**config.mk**
```make
export PLATFORM = sky130hd
export DESIGN_NAME = ucr_top
export DESIGN_NICKNAME = d
export VERILOG_FILES = /design/src/rtl/ucr_pkg.sv /design/src/rtl/ucr_de_timer.sv /design/src/rtl/ucr_sticky.sv /design/src/rtl/ucr_top.sv
export SDC_FILE = /design/constraint.sdc
export NUM_CORES = 1
export LEC_CHECK = 0
export BUFFER_PORTS_ARGS = -buffer_cell sky130_fd_sc_hd__clkbuf_2
export CORE_ASPECT_RATIO = 0.7
export CORE_MARGIN = 8
export CORE_UTILIZATION = 25
export DETAILED_ROUTE_END_ITERATION = 7
export PLACE_DENSITY_LB_ADDON = 0.3
export SYNTH_ARGS = -nofsm -noshare
export SYNTH_HDL_FRONTEND = slang
export SYNTH_HIERARCHICAL = 1
export SYNTH_SLANG_ARGS = --single-unit
export TNS_END_PERCENT = 5
```
**constraint.sdc**
```tcl
create_clock -name ref_clk -period 3.4 [get_ports ref_clk]
set_input_delay 0.51 -clock ref_clk [delete_from_list [all_inputs] [get_ports ref_clk]]
set_output_delay 0.51 -clock ref_clk [all_outputs]
set_load 0.01 [all_outputs]
```
**src/rtl/ucr_pkg.sv**
```systemverilog
// Functional notes
// - control word one sits at offset 0x00, resets to zero, bit 1 reserved.
// - receive queue full flag raises the interrupt only while its enable is set.
// - transmit queue empty flag raises the interrupt only while its enable is set.
// - bit 29 enables the transmit and receive queues.
// - queue mode bit changes only while the peripheral enable is zero.
// - word length code is bit 28 high, bit 12 low: 8, 9, 7 bits.
// - upper word length bit changes only while the peripheral enable is zero.
// - block end flag raises the interrupt only while its enable is set.
// - without smartcard support the block end enable stays zero.
// - receiver timeout flag raises the interrupt only while its enable is set.
// - bit 15 picks 16 or 8 samples per bit, locked while enabled.
// - data written during the lag interval waits for lag then lead.
// - bits 25:21 and 20:16 give driver lead and lag in sample units.
package ucr_pkg;
    localparam int UCR_ADDR_W = 12;
    localparam logic [11:0] UCR_CR1_OFF = 12'h000;
    localparam logic [11:0] UCR_STATUS_OFF = 12'h004;
    localparam logic [11:0] UCR_MASK_OFF = 12'h008;

    localparam logic [1:0] UCR_SEL_CR1 = 2'h0;
    localparam logic [1:0] UCR_SEL_STATUS = 2'h1;
    localparam logic [1:0] UCR_SEL_MASK = 2'h2;
    localparam logic [1:0] UCR_SEL_NONE = 2'h3;

    localparam int UCR_RX_FULL_EN_BIT = 31;
    localparam int UCR_TX_EMPTY_EN_BIT = 30;
    localparam int UCR_QUEUE_EN_BIT = 29;
    localparam int UCR_WLHI_BIT = 28;
    localparam int UCR_BLOCK_END_EN_BIT = 27;
    localparam int UCR_TIMEOUT_EN_BIT = 26;
    localparam int UCR_LEAD_LSB = 21;
    localparam int UCR_LAG_LSB = 16;
    localparam int UCR_DE_W = 5;
    localparam int UCR_OVERSAMPLE_BIT = 15;
    localparam int UCR_WLLO_BIT = 12;
    localparam int UCR_RSVD_BIT = 1;
    localparam int UCR_PERIPH_EN_BIT = 0;

    localparam logic [31:0] UCR_CR1_RESET = 32'h0000_0000;
    localparam logic [31:0] UCR_CR1_WRITABLE = 32'hffff_fffd;
    // fields frozen while the peripheral enable is set
    localparam logic [31:0] UCR_CR1_LOCKED = 32'h33ff_8000;

    localparam int UCR_EV_N = 4;
    localparam int UCR_EV_RX_FULL = 3;
    localparam int UCR_EV_TX_EMPTY = 2;
    localparam int UCR_EV_BLOCK_END = 1;
    localparam int UCR_EV_RX_TIMEOUT = 0;
    localparam logic [3:0] UCR_STATUS_RESET = 4'h0;
    localparam logic [3:0] UCR_MASK_RESET = 4'hf;

    localparam logic [1:0] UCR_WL_8 = 2'h0;
    localparam logic [1:0] UCR_WL_9 = 2'h1;
    localparam logic [1:0] UCR_WL_7 = 2'h2;

    typedef struct packed {
        logic rx_queue_full_flag;
        logic tx_queue_empty_flag;
        logic block_end_flag;
        logic rx_timeout_flag;
    } ucr_event_t;

    typedef struct packed {
        logic rx_queue_full_irq_enable;
        logic tx_queue_empty_irq_enable;
        logic queue_mode_enable;
        logic [1:0] word_length;
        logic block_end_irq_enable;
        logic rx_timeout_irq_enable;
        logic [4:0] driver_lead_time;
        logic [4:0] driver_lag_time;
        logic oversample_select;
        logic peripheral_enable;
    } ucr_cfg_t;

    function automatic logic [1:0] ucr_decode(input logic [11:0] a);
        if (a == UCR_CR1_OFF) begin
            return UCR_SEL_CR1;
        end else if (a == UCR_STATUS_OFF) begin
            return UCR_SEL_STATUS;
        end else if (a == UCR_MASK_OFF) begin
            return UCR_SEL_MASK;
        end
        return UCR_SEL_NONE;
    endfunction : ucr_decode
endpackage : ucr_pkg

```
**src/rtl/ucr_de_timer.sv**
```systemverilog
`timescale 1ns/1ns
module ucr_de_timer import ucr_pkg::*; #(
    parameter int W = UCR_DE_W
) (
    input wire logic ref_clk, // clock
    input wire logic resetn, // async reset, low
    input wire logic sample_tick, // one sample time elapsed
    input wire logic [W-1:0] lead, // ticks from enable to start bit
    input wire logic [W-1:0] lag, // ticks from stop bit end to release
    input wire logic data_written, // new transmit data pulse
    input wire logic frame_done, // end of last stop bit pulse
    output logic driver_enable, // external driver enable
    output logic tx_start // start bit may begin, one cycle
);
    typedef enum logic [1:0] {ST_IDLE, ST_LEAD, ST_SEND, ST_LAG} ucr_de_state_t;
    ucr_de_state_t state;
    ucr_de_state_t next_state;
    logic [W-1:0] cnt;
    logic [W-1:0] next_cnt;
    logic pending;
    logic go;
    logic lead_done;
    logic lag_done;

    if (W < 1) begin : g_chk
        $error("ucr_de_timer needs a nonzero field width");
    end

    assign go = data_written | pending;
    assign lead_done = sample_tick && (cnt + 1'b1 >= lead);
    assign lag_done = sample_tick && (cnt + 1'b1 >= lag);

    always_comb begin
        next_state = state;
        next_cnt = cnt;
        unique case (state)
            ST_IDLE: begin
                next_cnt = '0;
                if (go) begin
                    next_state = (lead == '0) ? ST_SEND : ST_LEAD;
                end
            end
            ST_LEAD: begin
                if (lead_done) begin
                    next_state = ST_SEND;
                end else if (sample_tick) begin
                    next_cnt = cnt + 1'b1;
                end
            end
            ST_SEND: begin
                next_cnt = '0;
                if (frame_done) begin
                    next_state = (lag == '0) ? ST_IDLE : ST_LAG;
                end
            end
            ST_LAG: begin
                if (lag_done) begin
                    next_state = ST_IDLE;
                end else if (sample_tick) begin
                    next_cnt = cnt + 1'b1;
                end
            end
        endcase
    end

    always_ff @(posedge ref_clk or negedge resetn) begin
        if (!resetn) begin
            state <= ST_IDLE;
            cnt <= '0;
        end else begin
            state <= next_state;
            cnt <= next_cnt;
        end
    end

    // writes outside the lag interval belong to the data path's own queue
    always_ff @(posedge ref_clk or negedge resetn) begin
        if (!resetn) begin
            pending <= 1'b0;
        end else if (state == ST_LAG && data_written) begin
            pending <= 1'b1;
        end else if (state == ST_IDLE) begin
            pending <= 1'b0;
        end
    end

    always_ff @(posedge ref_clk or negedge resetn) begin
        if (!resetn) begin
            driver_enable <= 1'b0;
            tx_start <= 1'b0;
        end else begin
            driver_enable <= (next_state != ST_IDLE);
            tx_start <= (next_state == ST_SEND) && (state != ST_SEND);
        end
    end

    property p_start_with_de;
        @(posedge ref_clk) disable iff (!resetn)
        tx_start |-> driver_enable;
    endproperty
    a_start_with_de: assert property (p_start_with_de) else $error("start bit without driver enable");

    property p_lag_no_start;
        @(posedge ref_clk) disable iff (!resetn)
        (state == ST_LAG && !lag_done) |=> !tx_start;
    endproperty
    a_lag_no_start: assert property (p_lag_no_start) else $error("start during lag interval");

    property p_pending_waits_lead;
        @(posedge ref_clk) disable iff (!resetn)
        (state == ST_LAG && lag_done && (pending || data_written) && lead != '0) |=> ##1 (state == ST_LEAD);
    endproperty
    a_pending_waits_lead: assert property (p_pending_waits_lead) else $error("held data skipped lead");
endmodule : ucr_de_timer

```
**src/rtl/ucr_sticky.sv**
```systemverilog
`timescale 1ns/1ns
module ucr_sticky #(
    parameter int N = 4
) (
    input wire logic ref_clk, // clock
    input wire logic resetn, // async reset, low
    input wire logic [N-1:0] set, // event pulses
    input wire logic [N-1:0] clr, // write-one-to-clear strobes
    output logic [N-1:0] flags // sticky flags
);
    if (N < 1) begin : g_chk
        $error("ucr_sticky needs at least one flag");
    end

    for (genvar i = 0; i < N; i++) begin : g_flag
        always_ff @(posedge ref_clk or negedge resetn) begin
            if (!resetn) begin
                flags[i] <= 1'b0;
            end else if (set[i]) begin
                // an event in the clearing cycle is kept
                flags[i] <= 1'b1;
            end else if (clr[i]) begin
                flags[i] <= 1'b0;
            end
        end
    end
endmodule : ucr_sticky

```
**src/rtl/ucr_top.sv**
```systemverilog
`timescale 1ns/1ns
module ucr_top import ucr_pkg::*; #(
    parameter bit SMARTCARD_SUPPORT = 1'b1,
    parameter bit RX_TIMEOUT_SUPPORT = 1'b1,
    parameter int APB_ADDR_W = UCR_ADDR_W
) (
    input wire logic ref_clk, // 20 MHz clock
    input wire logic resetn, // async reset, low
    input wire logic [APB_ADDR_W-1:0] paddr, // APB byte address
    input wire logic psel, // APB select
    input wire logic penable, // APB access phase
    input wire logic pwrite, // APB write
    input wire logic [31:0] pwdata, // APB write data
    output logic [31:0] prdata, // APB read data
    output logic pready, // APB ready
    output logic pslverr, // APB error on unmapped address
    input wire ucr_event_t events, // status event pulses from the data path
    input wire logic sample_tick, // one sample time
    input wire logic tx_data_written, // transmit data register written
    input wire logic frame_done, // last stop bit ended
    output ucr_cfg_t cfg, // decoded control fields
    output logic irq, // level interrupt
    output logic driver_enable, // external driver enable
    output logic tx_start // start bit go pulse
);
    logic [31:0] cr1;
    logic [UCR_EV_N-1:0] mask;
    logic [UCR_EV_N-1:0] status;
    logic [UCR_EV_N-1:0] enables;
    logic [UCR_EV_N-1:0] clr;
    logic [1:0] sel;
    logic done;
    logic wr;
    logic rd_phase;
    logic [31:0] rdval;

    if (APB_ADDR_W < UCR_ADDR_W) begin : g_chk
        $error("ucr_top needs at least twelve address bits");
    end

    function automatic logic [31:0] ucr_cr1_apply(input logic [31:0] old, input logic [31:0] wd);
        logic [31:0] v;
        v = wd & UCR_CR1_WRITABLE;
        if (old[UCR_PERIPH_EN_BIT]) begin
            v = (v & ~UCR_CR1_LOCKED) | (old & UCR_CR1_LOCKED);
        end
        if (!SMARTCARD_SUPPORT) begin
            v[UCR_BLOCK_END_EN_BIT] = 1'b0;
        end
        if (!RX_TIMEOUT_SUPPORT) begin
            v[UCR_TIMEOUT_EN_BIT] = 1'b0;
        end
        return v;
    endfunction : ucr_cr1_apply

    assign sel = ucr_decode(paddr[UCR_ADDR_W-1:0]);
    assign done = psel && penable && pready;
    assign wr = done && pwrite;
    assign rd_phase = psel && penable && !pready;

    // one wait state: ready rises in the second access cycle
    always_ff @(posedge ref_clk or negedge resetn) begin
        if (!resetn) begin
            pready <= 1'b0;
            pslverr <= 1'b0;
        end else begin
            pready <= rd_phase;
            pslverr <= rd_phase && (sel == UCR_SEL_NONE);
        end
    end

    always_comb begin
        rdval = 32'h0000_0000;
        unique case (sel)
            UCR_SEL_CR1: rdval = cr1;
            UCR_SEL_STATUS: rdval = {28'h000_0000, status};
            UCR_SEL_MASK: rdval = {28'h000_0000, mask};
            UCR_SEL_NONE: rdval = 32'h0000_0000;
        endcase
    end

    always_ff @(posedge ref_clk or negedge resetn) begin
        if (!resetn) begin
            prdata <= 32'h0000_0000;
        end else if (rd_phase) begin
            prdata <= pwrite ? 32'h0000_0000 : rdval;
        end
    end

    always_ff @(posedge ref_clk or negedge resetn) begin
        if (!resetn) begin
            cr1 <= UCR_CR1_RESET;
        end else if (wr && sel == UCR_SEL_CR1) begin
            cr1 <= ucr_cr1_apply(cr1, pwdata);
        end
    end

    always_ff @(posedge ref_clk or negedge resetn) begin
        if (!resetn) begin
            mask <= UCR_MASK_RESET;
        end else if (wr && sel == UCR_SEL_MASK) begin
            mask <= pwdata[UCR_EV_N-1:0];
        end
    end

    assign clr = (wr && sel == UCR_SEL_STATUS) ? pwdata[UCR_EV_N-1:0] : '0;

    ucr_sticky #(
        .N(UCR_EV_N)
    ) u_status (
        .ref_clk(ref_clk),
        .resetn(resetn),
        .set(events),
        .clr(clr),
        .flags(status)
    );

    // status bit order matches the enable order in the control word
    assign enables = {cr1[UCR_RX_FULL_EN_BIT], cr1[UCR_TX_EMPTY_EN_BIT],
        cr1[UCR_BLOCK_END_EN_BIT], cr1[UCR_TIMEOUT_EN_BIT]};

    always_ff @(posedge ref_clk or negedge resetn) begin
        if (!resetn) begin
            irq <= 1'b0;
        end else begin
            irq <= |(status & enables & mask);
        end
    end

    always_comb begin
        cfg.rx_queue_full_irq_enable = cr1[UCR_RX_FULL_EN_BIT];
        cfg.tx_queue_empty_irq_enable = cr1[UCR_TX_EMPTY_EN_BIT];
        cfg.queue_mode_enable = cr1[UCR_QUEUE_EN_BIT];
        cfg.word_length = {cr1[UCR_WLHI_BIT], cr1[UCR_WLLO_BIT]};
        cfg.block_end_irq_enable = cr1[UCR_BLOCK_END_EN_BIT];
        cfg.rx_timeout_irq_enable = cr1[UCR_TIMEOUT_EN_BIT];
        cfg.driver_lead_time = cr1[UCR_LEAD_LSB +: UCR_DE_W];
        cfg.driver_lag_time = cr1[UCR_LAG_LSB +: UCR_DE_W];
        cfg.oversample_select = cr1[UCR_OVERSAMPLE_BIT];
        cfg.peripheral_enable = cr1[UCR_PERIPH_EN_BIT];
    end

    ucr_de_timer #(
        .W(UCR_DE_W)
    ) u_de (
        .ref_clk(ref_clk),
        .resetn(resetn),
        .sample_tick(sample_tick),
        .lead(cr1[UCR_LEAD_LSB +: UCR_DE_W]),
        .lag(cr1[UCR_LAG_LSB +: UCR_DE_W]),
        .data_written(tx_data_written),
        .frame_done(frame_done),
        .driver_enable(driver_enable),
        .tx_start(tx_start)
    );

    property p_lock;
        @(posedge ref_clk) disable iff (!resetn)
        (wr && sel == UCR_SEL_CR1 && cr1[UCR_PERIPH_EN_BIT])
        |=> ((cr1 & UCR_CR1_LOCKED) == ($past(cr1) & UCR_CR1_LOCKED));
    endproperty
    a_lock: assert property (p_lock) else $error("locked field changed while enabled");

    property p_queue_mode_write;
        @(posedge ref_clk) disable iff (!resetn)
        (wr && sel == UCR_SEL_CR1 && !cr1[UCR_PERIPH_EN_BIT])
        |=> ((cr1 & UCR_CR1_LOCKED) == ($past(pwdata) & UCR_CR1_LOCKED))
            && (cfg.queue_mode_enable == $past(pwdata[UCR_QUEUE_EN_BIT]));
    endproperty
    a_queue_mode_write: assert property (p_queue_mode_write) else $error("unlocked write not stored");

    property p_rx_full_irq;
        @(posedge ref_clk) disable iff (!resetn)
        (status[UCR_EV_RX_FULL] && cr1[UCR_RX_FULL_EN_BIT] && mask[UCR_EV_RX_FULL]) |=> irq;
    endproperty
    a_rx_full_irq: assert property (p_rx_full_irq) else $error("receive full interrupt missing");

    property p_tx_empty_irq;
        @(posedge ref_clk) disable iff (!resetn)
        (status[UCR_EV_TX_EMPTY] && cr1[UCR_TX_EMPTY_EN_BIT] && mask[UCR_EV_TX_EMPTY]) |=> irq;
    endproperty
    a_tx_empty_irq: assert property (p_tx_empty_irq) else $error("transmit empty interrupt missing");

    property p_block_end_irq;
        @(posedge ref_clk) disable iff (!resetn)
        (status[UCR_EV_BLOCK_END] && cr1[UCR_BLOCK_END_EN_BIT] && mask[UCR_EV_BLOCK_END]) |=> irq;
    endproperty
    a_block_end_irq: assert property (p_block_end_irq) else $error("block end interrupt missing");

    property p_timeout_irq;
        @(posedge ref_clk) disable iff (!resetn)
        (status[UCR_EV_RX_TIMEOUT] && cr1[UCR_TIMEOUT_EN_BIT] && mask[UCR_EV_RX_TIMEOUT]) |=> irq;
    endproperty
    a_timeout_irq: assert property (p_timeout_irq) else $error("timeout interrupt missing");

    property p_no_irq;
        @(posedge ref_clk) disable iff (!resetn)
        ((status & mask & {cfg.rx_queue_full_irq_enable, cfg.tx_queue_empty_irq_enable,
            cfg.block_end_irq_enable, cfg.rx_timeout_irq_enable}) == '0) |=> !irq;
    endproperty
    a_no_irq: assert property (p_no_irq) else $error("interrupt without enabled cause");

    property p_block_end_held;
        @(posedge ref_clk) disable iff (!resetn)
        !SMARTCARD_SUPPORT |-> !cr1[UCR_BLOCK_END_EN_BIT];
    endproperty
    a_block_end_held: assert property (p_block_end_held) else $error("block end enable set without support");

    property p_reserved_read;
        @(posedge ref_clk) disable iff (!resetn)
        (rd_phase && !pwrite && sel == UCR_SEL_CR1) |=> (pready && !prdata[UCR_RSVD_BIT] && prdata == cr1);
    endproperty
    a_reserved_read: assert property (p_reserved_read) else $error("control word read wrong");

    property p_reserved_zero;
        @(posedge ref_clk) disable iff (!resetn)
        (wr && sel == UCR_SEL_CR1) |=> !cr1[UCR_RSVD_BIT];
    endproperty
    a_reserved_zero: assert property (p_reserved_zero) else $error("reserved control bit stored");

    property p_word_length;
        @(posedge ref_clk) disable iff (!resetn)
        (wr && sel == UCR_SEL_CR1 && !cr1[UCR_PERIPH_EN_BIT])
        |=> (cfg.word_length == {$past(pwdata[UCR_WLHI_BIT]), $past(pwdata[UCR_WLLO_BIT])});
    endproperty
    a_word_length: assert property (p_word_length) else $error("word length code not stored");

    property p_unmapped;
        @(posedge ref_clk) disable iff (!resetn)
        (rd_phase && sel == UCR_SEL_NONE) |=> (pready && pslverr && prdata == 32'h0000_0000);
    endproperty
    a_unmapped: assert property (p_unmapped) else $error("unmapped access not refused");

    property p_ready_pulse;
        @(posedge ref_clk) disable iff (!resetn)
        pready |=> !pready;
    endproperty
    a_ready_pulse: assert property (p_ready_pulse) else $error("ready held past one cycle");

    // set must win over a clear in the same cycle
    property p_event_sets;
        @(posedge ref_clk) disable iff (!resetn)
        (events != '0) |=> ((status & $past(events)) == $past(events));
    endproperty
    a_event_sets: assert property (p_event_sets) else $error("event lost in status");

    property p_status_clear;
        @(posedge ref_clk) disable iff (!resetn)
        (clr != '0 && events == '0) |=> ((status & $past(clr)) == '0);
    endproperty
    a_status_clear: assert property (p_status_clear) else $error("status bit not cleared");

    property p_mask_write;
        @(posedge ref_clk) disable iff (!resetn)
        (wr && sel == UCR_SEL_MASK) |=> (mask == $past(pwdata[UCR_EV_N-1:0]));
    endproperty
    a_mask_write: assert property (p_mask_write) else $error("mask write not stored");

    property p_start_pulse;
        @(posedge ref_clk) disable iff (!resetn)
        tx_start |=> !tx_start;
    endproperty
    a_start_pulse: assert property (p_start_pulse) else $error("start pulse longer than a cycle");
endmodule : ucr_top

```
---- Word-level counts from Yosys, hierarchy flattened ----
Index checks and enable logic that the tools add are counted.
cells by class
  add/subtract/negate cells ............... 1
  $lt $le $gt $ge ......................... 2
  equality and inequality tests ........... 12
  muxes and demuxes ....................... 32
  bitwise logic cells ..................... 4
  reduce and logical (&&, ||, !) cells .... 27
operators with widths
  kind                                                               number
  32-bit case mux with 4 select lines                                1
  32-bit two-way mux                                                 2
  32-bit by 30-bit OR with 32-bit output                             1
  2-bit two-way mux                                                  10
  5-bit two-way mux                                                  3
  5-bit case mux with 3 select lines                                 1
  1-bit two-way mux                                                  13
  12-bit by 3-bit == test with 1-bit output (second input constant)  1
  12-bit by 4-bit == test with 1-bit output (second input constant)  1
  1-bit logical AND                                                  12
  12-bit zero test                                                   1
  2-bit nonzero test                                                 6
  2-bit == test (second input constant)                              5
  5-bit >= comparator                                                2
  5-bit zero test                                                    2
  4-bit AND                                                          2
  2-bit case mux with 4 select lines                                 1
  2-bit != test (second input constant)                              3
  5-bit by 1-bit adder with 5-bit output (second input constant)     1
  2-bit by 1-bit == test with 1-bit output (second input constant)   2
  2-bit zero test                                                    2
  4-bit two-way mux                                                  1
  4-bit OR reduction                                                 1
  2-bit AND reduction                                                1
  other kinds (3)                                                    3
word-level totals
  bits in registers ....................... 85
  input port bits ......................... 56
  output and inout port bits .............. 56
  word-level logic and storage cells ...... 93

---- Depth between registers and ports, before layout ----
  word-level depth ........................ 10
  depth in mapped cells ................... 9
  mapped depth without buffers ............ 9

---- By module ----
Netlist, hierarchy kept.
by module, submodules not included
  module        instances  cells an instance  area an instance (um^2)  seq. area each (um^2)
  ucr_top       1          206                2982.9                   1756.7
  ucr_de_timer  1          94                 818.3                    250.2
  ucr_sticky    1          12                 145.1                    100.1

---- Worst setup path before layout ----
OpenSTA, ideal clock, no wires.
  kind .................................... register -> register
  start ................................... register u_de.cnt[0]
  end ..................................... register u_de.driver_enable
  setup time .............................. 124 ps
  arrival ................................. 2346 ps
  data required time ...................... 3276 ps
  path slack .............................. 931 ps
  cell stages (with the launch flop) ...... 10
  buffers on the path ..................... 0
  period minus slack after synthesis ...... 2469 ps
  cell sequence ........................... dfrtp_1 > ha_1 > nand3_1 > xnor2_1 > ha_1 > nand4_1 > o221a_1 > nand2b_1 > mux4_2 > a211o_1
on the way
  word-level cells in the longest chain between the ends .. 6
  elaborated cells on any way between the ends .. 9
  those cells by class .................... 1 x add/sub; 2 x order compare; 3 x mux; 3 x reduce/logical
ends and longest elaborated chain
  what                                           RTL line                                RTL
  start, declared                                ucr_de_timer.sv:18                      logic [W-1:0] cnt;
  start signal, assigned                         ucr_de_timer.sv:72                      cnt <= next_cnt;
  5-bit by 1-bit adder with 5-bit output *       ucr_de_timer.sv:30, ucr_de_timer.sv:31
  5-bit >= comparator, on equally long branches  ucr_de_timer.sv:31, ucr_de_timer.sv:30
  1-bit logical AND, on equally long branches    ucr_de_timer.sv:31, ucr_de_timer.sv:30
  2-bit two-way mux, on equally long branches    ucr_de_timer.sv:57, ucr_de_timer.sv:44
  2-bit case mux with 4 select lines *           ucr_de_timer.sv:36                      unique case (state)
  net u_de.next_state[1]                         ucr_de_timer.sv:17                      ucr_de_state_t next_state;
  2-bit nonzero test *                           ucr_de_timer.sv:92                      driver_enable <= (next_state != ST_IDLE);
  end signal, assigned                           ucr_de_timer.sv:92
  end, declared                                  ucr_de_timer.sv:12                      output logic driver_enable,
The timed path passes the listed nets; every way through them passes the cells marked *.
A chain may end at the register's enable or synchronous reset.

---- Final worst setup path ----
Same ends and word-level chain as after synthesis.

==> impl_metrics.json <==
{
  "syn_avg_cell_area_sq_um": 12.6,
  "synth-adder-area-share": 0.0349,
  "die_y_um": 121,
  "nNetsFinal": 476,
  "hold_viol_final": 0,
  "synth-compound-area-share": 0.118,
  "power.leakage_nw": 2.51,
  "start_util": 0.255,
  "cpMostUsedCell": "ha_1",
  "end_kind": "flop",
  "synthSimpleGateAreaFrac": 0.108,
  "vias": 2792,
  "clkLatencyLatePin_ps": 340,
  "row_count": 38,
  "crit_chain": "ha_1 -> nand3_1 -> xnor2_1 -> ha_1 -> nand4_1 -> o221a_1 -> nand2b_1 -> mux4_2 -> a211o_1",
  "drcViolationCount": 0,
  "synth_most_common_cell": "dfrtp_1",
  "startpoint_type": "flop",
  "post_cts_buffers": 0,
  "die_x_um": 166,
  "drt-total-wl_um": 10200,
  "firstDrtPassIters": 4,
  "fmax_mhz": 372,
  "crit_fanout": 6,
  "yosysSeqAreaShare": 0.534,
  "synthXorXnorAreaFrac": 0.00666,
  "hold_buffers": 0,
  "synthDistinctLibCells": 47,
  "timing.final.crit_share": 0.791,
  "cts_tree": "done",
  "cp_slowest_cell": "mux4_2",
  "finalCriticalPeriod_ps": 2690,
  "max_slew_margin": 0.267,
  "drive_gt1_frac": 0.386,
  "cts_resized": 0,
  "netlist.area_leader.share": 0.507,
  "powerDensity_nw_per_um2": 494,
  "die-area_sq_um": 20100,
  "core_area_sq_um": 15500,
  "grt_pass1_vias": 3087,
  "clk_pin_slew_worst_paths_ps": 60,
  "ys_ff_latch": 84,
  "grt_max_degree": 85,
  "hold_path_class": "input pin to async pin",
  "clock_skew_ps": 6.08,
  "synth_nets": 379,
  "numClockSinks": 84,
  "area_growth_pct": 23.7,
  "gp_congestion": 0.775,
  "worstSetupPathType": "flop to flop",
  "ys_top_cells_by_area": "dfrtp_1 51%, a22o_1 7.1%, mux2_1 5.7%, mux2_2 4.3%, buf_4 3.6%",
  "htreeDepth": 3,
  "wl_per_cell_um": 16.6,
  "slowest_delay_ps": 470,
  "setup_tns_ps": 0,
  "synth_mux_area_frac": 0.126,
  "cp_top_family": "adder cells",
  "synth_edf_count": 0,
  "worstMarginPinSlew_ps": 1100,
  "synth_top_family_by_area": "multiplexers",
  "vdd.ir_drop.worst_mv": 0.211,
  "n_antenna_cell": 0,
  "drt_iter0_markers": 91,
  "rsz0062_at_grt": "no",
  "power_w": 0.00241,
  "ys.warnings.count": 6,
  "grt_pass1_wl_um": 16800,
  "required_ps": 3620,
  "cts_buffers": 9,
  "status": "finished, final reports clean",
  "grtUsageTotal": 0.105,
  "reg2reg_depth": 9,
  "root_buffer": "clkbuf_16",
  "postRouteAntennaNets": 0,
  "drv_slew": 0,
  "syn_area_sq_um": 3950,
  "grt_antenna_before_repair": 0,
  "hpwl_um": 7660,
  "cap_violations": 0,
  "async_reset_ff_frac": 1.00,
  "setup_viol": 0,
  "r2r_end": "u_de/driver_enable",
  "reg2reg_from": "u_de/cnt[0]",
  "arrival_ps": 2910,
  "synth_ff_type": "dfrtp_1",
  "port_buffers": 111,
  "ys_top_cells_by_count": "80 x dfrtp_1, 32 x a22o_1, 20 x mux2_1",
  "num_io_pins": 112,
  "r2r_setup_slack_ps": 710,
  "clockBufferDepth": 2,
  "yosysTopAreaCell": "dfrtp_1",
  "synthCells": 312,
  "crit_buf_inv": 0,
  "gr-total-overflow": 0,
  "vias_per_cell": 4.55
}
==> how the worst max path moves through the flow <==
| stage | startpoint | endpoint | slack [ps] | cells after the start |
|---|---|---|---|---|
| after floorplan | u_de/cnt[0] | u_de/driver_enable | 930 | 9 |
| after global placement | u_de/cnt[0] | u_de/driver_enable | 790 | 9 |
| after detailed placement | u_de/cnt[0] | u_de/driver_enable | 730 | 9 |
| after CTS | u_de/cnt[0] | u_de/driver_enable | 710 | 9 |
| after global routing | u_de/cnt[0] | u_de/driver_enable | 580 | 9 |
| final | u_de/cnt[0] | u_de/driver_enable | 710 | 9 |
==> flip-flops by register name, indices dropped and copies added, names as in the netlist <==
| signal | cells |
|---|---|
| cr1 | 31 |
| irq | 1 |
| mask | 4 |
| prdata | 32 |
| pready | 1 |
| pslverr | 1 |
| u_de/cnt | 5 |
| u_de/driver_enable | 1 |
| u_de/pending | 1 |
| u_de/state | 2 |
| u_de/tx_start | 1 |
| u_status/flags | 4 |
==> cells by family after synthesis <==
logic type	count (synthesis)
adders and majority gates	11
and+or+nand+nor	63
muxes	44
DFF	84
xor gates and xnor gates	3
buffers and inverters	46
AOI/OAI and AO/OA	61
==> power by group <==
group	total, W	switching (W)	leakage (nW)	internal (W)
Combinational	0.000280	0.000153	1.23	0.000127
Sequential	0.00109	0.0000525	1.13	0.00103
Clock	0.00104	0.000382	0.153	0.000663
Total	0.00241	0.000587	2.51	0.00182
==> metal layers <==
layer  routed length (um)  track usage
met1                 5130        0.142
met2                 4300        0.155
met3                  564       0.0328
met4                  169       0.0413
met5                    0            0
==> area by class of cell <==
| cell class | instances | area (sq um) |
|---|---|---|
| multi-input cells | 182 | 1550 |
| flip-flops and latches | 84 | 2110 |
| repair buffers | 115 | 588 |
| fillers | 1568 | 10600 |
| well taps | 200 | 250 |
| inverters | 17 | 63.8 |
| clock buffers | 12 | 246 |
| clock inverters | 4 | 72.6 |
==> cells in the final DEF (no fill, tap or decap), drive strengths merged, types with 3 or more instances in the layout <==
master,netlist,final
a21o,5,5
a21oi,5,5
a22o,32,32
a31oi,3,3
and2,4,4
buf,26,5
clkbuf,3,122
dfrtp,80,80
dfstp,4,4
ha,11,11
inv,17,17
mux2,35,35
mux2i,8,8
nand2,18,18
nand2b,5,5
nand3,10,10
nand4,4,4
nor2,5,5
nor2b,3,3
nor3,3,3
nor4,4,4
o21ai,9,9
==> stage by stage <==
step,setup slack [ps],hold WS (ps),util,instance area [sq um],std cells
after global routing,583,350,0.316,4880,614
after floorplan,931,214,-,3950,312
after global placement,789,468,0.295,4560,598
final,709,355,0.316,4880,614
after CTS,709,348,0.316,4880,614
after detailed placement,727,477,0.295,4560,598
(Power assumes the default switching activity.)
